$ cat src/pkg/adc_ctrl_pkg.sv
// Constants, field positions and state type for the control-byte decoder
package adc_ctrl_pkg;
  localparam int BYTE_W = 8;
  localparam logic [3:0] BITS_IN_BYTE = 4'h8;
  localparam logic [3:0] TRACK_AFTER_BITS = 4'h6;
  localparam logic [3:0] CNT_RESET = 4'h0;
  localparam int POS_SEL_MSB = 6;
  localparam int POS_SEL_MID = 5;
  localparam int POS_SEL_LSB = 4;
  localparam int POS_POLARITY = 3;
  localparam int POS_INPUT_CFG = 2;
  localparam int POS_POWER = 1;
  localparam int POS_CLK_SRC = 0;
  localparam logic [2:0] CH_WIDTH_ZERO = 3'h0;
  localparam logic [3:0] NEG_IS_COM = 4'h8;
  localparam logic [2:0] RESET_CFG = 3'h0;
  localparam logic [7:0] RESET_BYTE = 8'h00;

  typedef enum logic [1:0] {
    ST_IDLE = 2'b00,
    ST_SHIFT = 2'b01,
    ST_HOLD = 2'b10,
    ST_CONV = 2'b11
  } dec_state_t;
endpackage

$ cat src/hdl/edge_sync.sv
// Two-flop synchroniser for one external level, with edge flags
`timescale 1ns/1ps
module edge_sync (
  input wire logic clk,
  input wire logic rst,
  input wire logic async_in,
  output logic level,
  output logic rise,
  output logic fall
);
  logic meta_r;
  logic sync_r;
  logic prev_r;

  // First flop feeds only the second one
  always_ff @(posedge clk or posedge rst) begin
    if (rst) begin
      meta_r <= 1'b0;
      sync_r <= 1'b0;
      prev_r <= 1'b0;
    end else begin
      meta_r <= async_in;
      sync_r <= meta_r;
      prev_r <= sync_r;
    end
  end

  // Edges seen on the settled copy only
  assign level = sync_r;
  assign rise = sync_r & ~prev_r;
  assign fall = ~sync_r & prev_r;
endmodule

$ cat src/hdl/adc_control_byte_decoder.sv
// Control-byte decoder and track/hold sequencer of a serial 8-bit ADC
`timescale 1ns/1ps
// Operation
// RULE_01: With select low, the first 1 on data in is the start bit.
// RULE_02: Bits 6,5,4 form the three-bit channel select, MSB first.
// RULE_03: Bit 3 picks polarity: 1 unipolar, 0 bipolar.
// RULE_04: Bit 2 picks input config: 1 single-ended, 0 differential.
// RULE_05: Bit 1 picks power: 1 fully operational, 0 power-down.
// RULE_06: Bit 0 picks conversion clock: 1 external serial, 0 internal.
// RULE_07: Track begins on the falling clock edge after the sixth bit.
// RULE_08: Hold begins on the falling clock edge after the eighth bit.
// RULE_09: Negative node goes to common in single-ended, pair partner in differential.
// RULE_10: After conversion the hold capacitor returns to the positive input.
// RULE_11: Eight-input single-ended codes 000,100,001,...,111 pick channels 0 to 7.
// RULE_12: Eight-input differential: codes 0xx even channel positive, 1xx odd positive.
// RULE_13: Four inputs ignore select LSB; same pattern over channels 0 to 3.
// RULE_14: Differential unipolar with negative difference gives invalid code zero.
// RULE_15: Host sends a fresh control byte before every conversion.
// RULE_16: Host keeps tracking interval at least the acquisition time, one microsecond.
// RULE_17: Data in is sampled on each rising serial clock while selected.
// RULE_18: Zero bits before the start bit are ignored.
// RULE_19: Conversion begins on the falling clock edge after the eighth bit.
// RULE_20: Unipolar results straight binary, bipolar results two's complement.
// RULE_21: After reset: idle, bit counter clear, no conversion pending.
module adc_control_byte_decoder
  import adc_ctrl_pkg::*;
(
  input wire logic clk,
  input wire logic rst,
  input wire logic cs_n,
  input wire logic sclk,
  input wire logic din,
  input wire logic four_inputs,
  input wire logic conv_done,
  input wire logic conv_result_zero,
  output logic chan_select_msb,
  output logic chan_select_mid,
  output logic chan_select_lsb,
  output logic polarity_select,
  output logic input_config_select,
  output logic power_state_select,
  output logic clock_source_select,
  output logic tracking,
  output logic hold_capacitor,
  output logic conv_start,
  output logic conv_busy,
  output logic twos_complement,
  output logic [2:0] pos_channel,
  output logic [3:0] neg_channel,
  output logic result_invalid
);
  logic cs_n_s;
  logic sclk_rise;
  logic sclk_fall;
  logic din_s;
  logic [BYTE_W-1:0] shift_r;
  logic [3:0] count_r;
  dec_state_t state_r;
  logic [2:0] trk_pos;
  // Fields sit this many places low in the shifter when the sixth bit is in
  localparam int TRACK_LAG = int'(BITS_IN_BYTE) - int'(TRACK_AFTER_BITS);
  logic [2:0] pos_nxt;
  logic [3:0] neg_nxt;

  // Positive input number; same order in both configurations
  function automatic logic [2:0] pos_of(input logic [2:0] sel, input logic four);
    // RULE_11 single-ended order
    // RULE_13 lowest bit ignored
    pos_of = four ? {1'b0, sel[1], sel[2]} : {sel[1], sel[0], sel[2]};
  endfunction

  // Resolves select code into positive and negative input numbers
  function automatic logic [6:0] route_inputs(input logic [2:0] sel, input logic sgl,
                                              input logic four);
    logic [2:0] p;
    logic [3:0] n;
    // RULE_12 pair, sign from msb
    p = pos_of(sel, four);
    n = NEG_IS_COM;
    if (!sgl) begin
      // RULE_09 partner is the other pair member
      n = {1'b0, p[2:1], ~p[0]};
    end
    route_inputs = {p, n};
  endfunction

  // Pins are asynchronous to clk
  edge_sync u_cs (.clk(clk), .rst(rst), .async_in(cs_n), .level(cs_n_s), .rise(), .fall());
  edge_sync u_sclk (.clk(clk), .rst(rst), .async_in(sclk), .level(), .rise(sclk_rise),
                    .fall(sclk_fall));
  edge_sync u_din (.clk(clk), .rst(rst), .async_in(din), .level(din_s), .rise(), .fall());

  // Byte capture and framing state
  always_ff @(posedge clk or posedge rst) begin
    if (rst) begin
      // RULE_21 idle after reset
      state_r <= ST_IDLE;
      count_r <= CNT_RESET;
      shift_r <= RESET_BYTE;
    end else begin
      case (state_r)
        ST_IDLE: begin
          // RULE_17 sample on rise
          // RULE_18 leading zeros ignored
          // RULE_01 first one starts
          if (!cs_n_s && sclk_rise && din_s) begin
            shift_r <= {{(BYTE_W-1){1'b0}}, 1'b1};
            count_r <= 4'h1;
            state_r <= ST_SHIFT;
          end
        end
        ST_SHIFT: begin
          if (cs_n_s) begin
            // Aborted frame, byte dropped
            state_r <= ST_IDLE;
            count_r <= CNT_RESET;
          end else if (sclk_rise && count_r != BITS_IN_BYTE) begin
            shift_r <= {shift_r[BYTE_W-2:0], din_s};
            count_r <= count_r + 4'h1;
          end else if (sclk_fall && count_r == BITS_IN_BYTE) begin
            // RULE_19 start after eighth
            state_r <= ST_CONV;
            count_r <= CNT_RESET;
          end
        end
        ST_CONV: begin
          // In internal-clock mode a new start bit restarts, since a fresh byte precedes each conversion
          if (conv_done) begin
            state_r <= ST_IDLE;
          end else if (!cs_n_s && sclk_rise && din_s && !clock_source_select) begin
            shift_r <= {{(BYTE_W-1){1'b0}}, 1'b1};
            count_r <= 4'h1;
            state_r <= ST_SHIFT;
          end
        end
        default: begin
          state_r <= ST_IDLE;
          count_r <= CNT_RESET;
        end
      endcase
    end
  end

  // Latches the decoded fields when the byte completes
  always_ff @(posedge clk or posedge rst) begin
    if (rst) begin
      {chan_select_msb, chan_select_mid, chan_select_lsb} <= RESET_CFG;
      polarity_select <= 1'b0;
      input_config_select <= 1'b0;
      power_state_select <= 1'b0;
      clock_source_select <= 1'b0;
      twos_complement <= 1'b0;
    end else if (state_r == ST_SHIFT && sclk_fall && count_r == BITS_IN_BYTE) begin
      // RULE_02 channel field
      chan_select_msb <= shift_r[POS_SEL_MSB];
      chan_select_mid <= shift_r[POS_SEL_MID];
      chan_select_lsb <= shift_r[POS_SEL_LSB];
      // RULE_03 polarity bit
      polarity_select <= shift_r[POS_POLARITY];
      // RULE_20 coding follows polarity
      twos_complement <= ~shift_r[POS_POLARITY];
      // RULE_04 input configuration
      input_config_select <= shift_r[POS_INPUT_CFG];
      // RULE_05 power state
      power_state_select <= shift_r[POS_POWER];
      // RULE_06 clock source
      clock_source_select <= shift_r[POS_CLK_SRC];
    end
  end

  // Mux routing from the byte still in the shifter, ready before hold
  assign {pos_nxt, neg_nxt} = route_inputs(shift_r[POS_SEL_MSB:POS_SEL_LSB],
                                           shift_r[POS_INPUT_CFG], four_inputs);

  // At the sixth bit the select, polarity and input-config bits are in, two places lower
  assign trk_pos = pos_of(shift_r[POS_SEL_MSB-TRACK_LAG:POS_SEL_LSB-TRACK_LAG], four_inputs);

  // Track/hold switch and multiplexer sequencing
  always_ff @(posedge clk or posedge rst) begin
    if (rst) begin
      tracking <= 1'b0;
      hold_capacitor <= 1'b0;
      conv_start <= 1'b0;
      conv_busy <= 1'b0;
      pos_channel <= CH_WIDTH_ZERO;
      neg_channel <= NEG_IS_COM;
    end else begin
      conv_start <= 1'b0;
      if (state_r == ST_SHIFT && sclk_fall && count_r == TRACK_AFTER_BITS) begin
        // RULE_07 track after sixth
        tracking <= 1'b1;
        hold_capacitor <= 1'b0;
        pos_channel <= trk_pos;
      end
      if (state_r == ST_SHIFT && sclk_fall && count_r == BITS_IN_BYTE) begin
        // RULE_08 hold after eighth
        tracking <= 1'b0;
        hold_capacitor <= 1'b1;
        // RULE_09 negative node routing
        neg_channel <= neg_nxt;
        pos_channel <= pos_nxt; // Refresh from the complete byte
        conv_start <= 1'b1;
        conv_busy <= 1'b1;
      end else if (state_r == ST_CONV && conv_done) begin
        // RULE_10 back to positive input
        hold_capacitor <= 1'b0;
        tracking <= 1'b1;
        conv_busy <= 1'b0;
      end
    end
  end

  // Flags a zero result from a negative differential unipolar input
  always_ff @(posedge clk or posedge rst) begin
    if (rst) begin
      result_invalid <= 1'b0;
    end else if (state_r == ST_CONV && conv_done) begin
      // RULE_14 zero code invalid
      result_invalid <= conv_result_zero & ~input_config_select & polarity_select;
    end else if (conv_start) begin
      result_invalid <= 1'b0;
    end
  end
endmodule

$ cat config.mk
export PLATFORM = sky130hd
export DESIGN_NAME = adc_control_byte_decoder
export DESIGN_NICKNAME = d
export VERILOG_FILES = /design/src/pkg/adc_ctrl_pkg.sv /design/src/hdl/edge_sync.sv /design/src/hdl/adc_control_byte_decoder.sv
export SDC_FILE = /design/constraint.sdc
export NUM_CORES = 1
export LEC_CHECK = 0
export ABC_AREA = 1
export CORE_MARGIN = 5
export CORE_UTILIZATION = 45
export CTS_BUF_LIST = sky130_fd_sc_hd__clkbuf_4 sky130_fd_sc_hd__clkbuf_8
export CTS_CLUSTER_SIZE = 40
export DETAILED_ROUTE_END_ITERATION = 6
export DONT_BUFFER_PORTS = 1
export SETUP_SLACK_MARGIN = 0.2
export SLEW_MARGIN = 20
export SYNTH_ARGS = -nofsm -noshare
export SYNTH_HDL_FRONTEND = slang
export SYNTH_SLANG_ARGS = --single-unit
$ cat constraint.sdc
create_clock -name clk -period 2.8 [get_ports clk]
set_input_delay 0 -clock clk [delete_from_list [all_inputs] [get_ports clk]]
set_output_delay 0 -clock clk [all_outputs]
set_load 0.02 [all_outputs]
== After elaboration in Yosys (flattened, before gate mapping) ==
Index checks and enable logic that the tools add are counted.

* Reductions and logical operators: 20
* Bitwise gates (word level): 9
* Equal/unequal tests: 14
* Muxes and demuxes: 36
* $add $sub $neg: 1

{| class="wikitable"
|+ Operators by type and width
! kind !! number
|-
| $mux W7 || 5
|-
| $mux W4 || 7
|-
| $pmux W7 S3 || 1
|-
| $mux W2 || 6
|-
| $mux W3 || 4
|-
| $pmux W4 S3 || 1
|-
| $mux W1 || 11
|-
| $ne A2 B2 Y1 const B || 5
|-
| $logic_and A1 B1 Y1 || 9
|-
| $reduce_and A4 Y1 || 2
|-
| $ne A3 B2 Y1 const B || 2
|-
| $pmux W2 S3 || 1
|-
| $reduce_and A6 Y1 || 1
|-
| $reduce_bool A2 Y1 || 3
|-
| $reduce_bool A3 Y1 || 2
|-
| $not A1 Y1 || 5
|-
| $add A4 B1 Y4 const B || 1
|-
| $and A1 B1 Y1 || 4
|-
| $eq A4 B3 Y1 const B || 1
|-
| $eq A4 B4 Y1 const B || 1
|-
| $ne A4 B3 Y1 const B || 1
|-
| $ne A4 B4 Y1 const B || 1
|-
| $ne A3 B3 Y1 const B || 1
|-
| $eq A2 B1 Y1 const B || 1
|-
| 3 further kinds || 4
|}

* Word-level logic and storage cells: 105
* Input bits: 8
* Register bits: 40
* Output and inout port bits: 20

== Logic depth before layout (Yosys ltp) ==
* Depth after elaboration: 8
* Depth in mapped cells: 10
* Depth with buffers taken out: 10

== Cells and area by module ==
From an unflattened synthesis, not the netlist that was laid out.

* Cells, all modules: 231
* Area total of the unflattened synthesis: 2008.2 um^2

{| class="wikitable"
|+ Modules (own cells, without submodules)
! module !! times used !! seq. area each (um^2) !! cells each !! area each (um^2)
|-
| adc_control_byte_decoder || 1 || 827.0 || 207 || 1726.7
|-
| edge_sync || 3 || 75.1 || 8 || 93.8
|}

== Worst setup path after synthesis ==
No wires, ideal clock.

* Path type: flip-flop to flip-flop
* From: register state_r[1]
* To: register pos_channel[0]
* Period minus slack after synthesis: 1456 ps
* Setup slack: 1344 ps
* Data required time: 2678 ps
* Library setup time: 122 ps
* Arrival: 1334 ps
* Path buffers: 2
* Stages on the path, launching flop included: 10
* Cell sequence: dfrtp_1 > inv_1 > ha_1 > buf_4 > nand2_1 > nor2_4 > buf_6 > o21ai_0 > nor2_1 > nor2_1

* Longest elaborated chain between the ends: 4
* Elaborated cells on any way between the ends: 6
* Classes of those cells: 1 x eq/ne; 1 x mux; 4 x reduce/logical

{| class="wikitable"
|+ Ends and longest elaborated chain
! item !! RTL line !! RTL
|-
| start: declaration || adc_control_byte_decoder.sv:58 || <nowiki>dec_state_t state_r;</nowiki>
|-
| start signal: assignment || adc_control_byte_decoder.sv:97 || <nowiki>state_r <= ST_IDLE;</nowiki>
|-
| start signal: assignment || adc_control_byte_decoder.sv:109 || <nowiki>state_r <= ST_SHIFT;</nowiki>
|-
| start signal: assignment || adc_control_byte_decoder.sv:115 || <nowiki>state_r <= ST_IDLE;</nowiki>
|-
| $eq A2 B1 Y1 * || adc_control_byte_decoder.sv:189, adc_control_byte_decoder.sv:195 ||
|-
| $logic_and A1 B1 Y1 * || adc_control_byte_decoder.sv:189, adc_control_byte_decoder.sv:195 ||
|-
| $logic_and A1 B1 Y1 (on tied branches) || adc_control_byte_decoder.sv:195, adc_control_byte_decoder.sv:189 ||
|-
| $mux W3 or $reduce_bool A2 Y1 (tied branches) || -- ||
|-
| end signal: assignment || adc_control_byte_decoder.sv:193 || <nowiki>pos_channel <= trk_pos;</nowiki>
|-
| end signal: assignment || adc_control_byte_decoder.sv:201 || <nowiki>pos_channel <= pos_nxt;</nowiki>
|-
| end: declaration || adc_control_byte_decoder.sv:48 || <nowiki>output logic [2:0] pos_channel,</nowiki>
|}

Mark *: on every way between the ends. The rest lies on a longest branch, timed or not.
A chain may end at the register's enable or synchronous reset.

== Final worst setup path ==
* From: register state_r[1]
* To: register neg_channel[0]

* Longest elaborated chain between the ends: 3

{| class="wikitable"
|+ Ends and longest elaborated chain
! item !! RTL line !! RTL
|-
| $eq A2 B1 Y1 || adc_control_byte_decoder.sv:195 || <nowiki>if (state_r == ST_SHIFT && sclk_fall && count_r == BITS_IN_BYTE) begin</nowiki>
|-
| $logic_and A1 B1 Y1 (2 in series) || adc_control_byte_decoder.sv:195 ||
|-
| end signal: assignment || adc_control_byte_decoder.sv:200 || <nowiki>neg_channel <= neg_nxt;</nowiki>
|-
| end: declaration || adc_control_byte_decoder.sv:49 || <nowiki>output logic [3:0] neg_channel,</nowiki>
|}

No other way between the ends.

==> impl_metrics.csv <==
group,metric,value,unit
status,status,"complete, no violations",
timing,fin_setup_tns,0,ns
synth,synth_cell_types,25,
timing,worst_pin_slew,0.489,ns
global_routing,grt-ovfl-total,0,
placed_design,io_buffers,0,
timing,rsz0062_at_grt,"no",
global_routing,grt_max_degree,41,
synth,synth.avg_cell_area,8.64,um2
critical_path,slowest_delay,0.44,ns
die,initial_utilization,45.6,%
critical_path,start_kind,"flop",
timing,slew_violations,0,
cts,cts_sinks,40,
synth,synth_top_area_share,50.2,%
cts,cts.clk_slew.worst_paths,0.08,ns
synth,synthesis.nets,241,
timing,setup_ws,0.883,ns
synth,yosys.area.top_type,"dfrtp_1",
die,ios,28,
finish,final_cell_area,2140,um2
route,vias,1429,
synth,synthFlopType,"dfrtp_1",
critical_path,end_kind,"flop",
route,drt_iter0_markers,88,
critical_path,arrival,2.12,ns
die,rows,24,
cts,cts_root_buffer,"clkbuf_8",
route,drtPass1Iterations,4,
cts,clk_path_buf_depth,2,
finish,area_delta_synth_final,9.85,%
timing,setup_viol,0,
critical_path,r2r_start,"state_r[1]$_DFFE_PP0P_",
die,coreArea,4260,um2
cts,hold_buffers,7,
critical_path,critical_path_class,"flop to flop",
cts,post-cts-setup-buffers,0,
global_routing,grt_pass1_wl,6.19,mm
synth,ys_seq_area_share,51.5,%
route,wl_per_cell,12.9,um
synth,synthCells,225,
power_and_ir_drop,peakVddDrop,0.351,mV
die,die_w,75.7,um
critical_path,critPathSlowestCell,"dfrtp_1",
critical_path,r2r_slack,0.88,ns
die,die_h,75.7,um
global_routing,grt_usage,14.5,%
power_and_ir_drop,powerDensity,735,nW/um2
placed_design,dp_hpwl,2.76,mm
placed_design,placed_area,1970,um2
cts,cts_tree,"done",
cts,cts.htree.levels,2,
route,vias_per_cell,4.96,
critical_path,cp_max_fo,17,
synth,synth.area.top_cells,"dfrtp_1, nand2_1, ha_1, inv_1, nand3_1",
synth,synth_adder_area_share,5.15,%
synth,synth_mux_area_share,0,%
die,die-area,5740,um2
synth,synth_top_family_by_area,"simple AND/OR/NAND/NOR gates",
synth,synthSimpleGateAreaFrac,29.2,%
timing,slew_headroom,67.4,%
placed_design,place.gp.congestion,0.839,
power_and_ir_drop,leakagePower,1.03,nW
timing,min_period,1.92,ns
hold_path,hp-class,"input pin to flop",
global_routing,grt_pass1_vias,1313,
cts,clkLatencyLatePin,0.29,ns
route,ant_nets,0,
critical_path,reg2reg_to,"neg_channel[0]$_DFFE_PP0P_",
hold_path,whs_endpoint,"state_r[0]$_DFFE_PP0P_",
finish,drive_gt1_share,11.9,%
cts,postCtsResizedCells,0,
critical_path,reg2regPathDepth,6,
synth,synth-seq-cells,40,
synth,synth_edf_count,0,
hold_path,whs_path_depth,3,
hold_path,hold_path_startpoint,"conv_done",
placed_design,place_ws,0.869,ns
critical_path,path_cells,"inv_1, ha_1, nand2_1, nor2_4, inv_2, o31ai_1",
finish,n_antenna_cell,0,
flow_run,maxCapViolCount,0,
route,finalWirelength,3.73,mm
route,drc,0,
timing,finalHoldViolations,0,
synth,synthArstFlopShare,100,%
critical_path,critPathRequiredTime,3.00,ns
timing,fmax,0.522,GHz
global_routing,antenna_found_initial,0,
synth,syn_area,1940,um2
synth,ys.warnings.count,0,
timing,finalCritPeriodShare,68.5,%
synth,synth_compound_gate_area_share,7.14,%
finish,nNetsFinal,251,
synth,synth-xor-area-share,0,%
cts,cts_buffers,5,
timing,skew,0.00712,ns
## how the worst max path moves through the flow
stage / startpoint / end / slack (ns)
after global placement: state_r[1]$_DFFE_PP0P_ / neg_channel[0]$_DFFE_PP0P_ / 0.98
final: state_r[1]$_DFFE_PP0P_ / neg_channel[0]$_DFFE_PP0P_ / 0.88
after floorplan: state_r[1]$_DFFE_PP0P_ / pos_channel[0]$_DFFE_PP0P_ / 1.34
after global routing: state_r[1]$_DFFE_PP0P_ / chan_select_lsb$_DFFE_PP0P_ / 0.67
after CTS: state_r[1]$_DFFE_PP0P_ / neg_channel[0]$_DFFE_PP0P_ / 0.85
after detailed placement: state_r[1]$_DFFE_PP0P_ / chan_select_lsb$_DFFE_PP0P_ / 0.87
## routing by layer
metal / part of all wire, % / track usage, % / up-vias
li1: - / - / 729
met4: 1.5 / 4.66 / 0
met1: 51 / 21.1 / 659
met5: 0 / 0 / -
met2: 41 / 19.9 / 36
met3: 7.1 / 5.15 / 5
## registers in the layout, summed over array words and instances, names as in the netlist, 2 cells and up
signal       count
neg_channel      4
state_r          2
count_r          4
pos_channel      3
shift_r          7
## logic make-up (layout without fill, tap and decap cells)
kind of cell             count (synthesis)  count (layout)
AO/OA/AOI/OAI                           23              23
AND/OR/NAND/NOR                        126             126
buffers and inverters                   28              39
adder cells (fa/ha/maj)                  8               8
flip-flops                              40              40
## through the flow
stage,hold slack [ns],power (mW),instances,utilization (%)
after floorplan,0.0314,1.09,225,-
after global placement,0.0315,1.17,273,46.2
after detailed placement,0.0315,1.17,273,46.2
after CTS,0.0137,1.60,288,50.1
after global routing,0.0650,1.69,288,50.1
final,0.0261,1.57,288,50.1
## cell usage in the layout (no fill, tap or decap)
| cell | netlist | routed |
|---|---|---|
| dfstp_2 | 1 | 1 |
| ha_1 | 8 | 8 |
| nand3_2 | 3 | 3 |
| nand3_1 | 12 | 12 |
| a21oi_1 | 5 | 5 |
| inv_2 | 2 | 2 |
| o31ai_1 | 1 | 1 |
| inv_1 | 21 | 21 |
| nor3_1 | 1 | 1 |
| dlygate4sd3_1 | 0 | 7 |
| o21ai_0 | 8 | 8 |
| nor2_1 | 16 | 16 |
| nand2_2 | 3 | 3 |
| clkinvlp_4 | 0 | 1 |
| nor2_2 | 5 | 5 |
| nor2_4 | 1 | 1 |
| o21ai_2 | 2 | 2 |
| buf_4 | 2 | 1 |
| o21ai_1 | 4 | 4 |
| nand3b_1 | 6 | 6 |
| clkbuf_8 | 0 | 6 |
| dfrtp_1 | 39 | 39 |
| or2_2 | 1 | 1 |
| a21oi_4 | 1 | 1 |
| nand4_1 | 3 | 3 |
| nand2_1 | 75 | 75 |
| o22ai_1 | 2 | 2 |
| clkbuf_4 | 0 | 1 |
## layout make-up
class / instances / area, um2
clock buffer: 7 / 90.1
timing repair buffer: 8 / 77.6
clock inverter: 1 / 7.51
multi-input combinational: 157 / 807
inverter: 23 / 86.3
sequential: 40 / 1000
fill: 431 / 2130
tap: 52 / 65.1
## report_power, final
| group | leakage, nW | switching (mW) | total [mW] | internal (mW) |
|---|---|---|---|---|
| logic | 0.480 | 0.310 | 0.462 | 0.153 |
| clock network | 0.0479 | 0.192 | 0.402 | 0.210 |
| registers | 0.503 | 0.0711 | 0.706 | 0.635 |
| total | 1.03 | 0.573 | 1.57 | 0.997 |
## synth_stat cells (2+ instances only)
library cell / instances
o21ai_1: 4
ha_1: 8
inv_1: 21
inv_2: 2
nor2_2: 5
nand2_1: 75
buf_6: 3
nor2_1: 16
o21ai_0: 8
nand3_1: 12
nand3b_1: 6
dfrtp_1: 39
nand4_1: 3
o21ai_2: 2
nand2_2: 3
nand3_2: 3
o22ai_1: 2
a21oi_1: 5
buf_4: 2
## critical path, delay by kind of cell (launching register included)
family	cells	cell delay (ns)
adder cells (fa/ha/maj)	1	0.38
AO/OA/AOI/OAI	1	0.22
AND/OR/NAND/NOR	2	0.49
flip-flops	1	0.44
buffers and inverters	2	0.30
No activity file was read; power rests on OpenSTA's default activity.
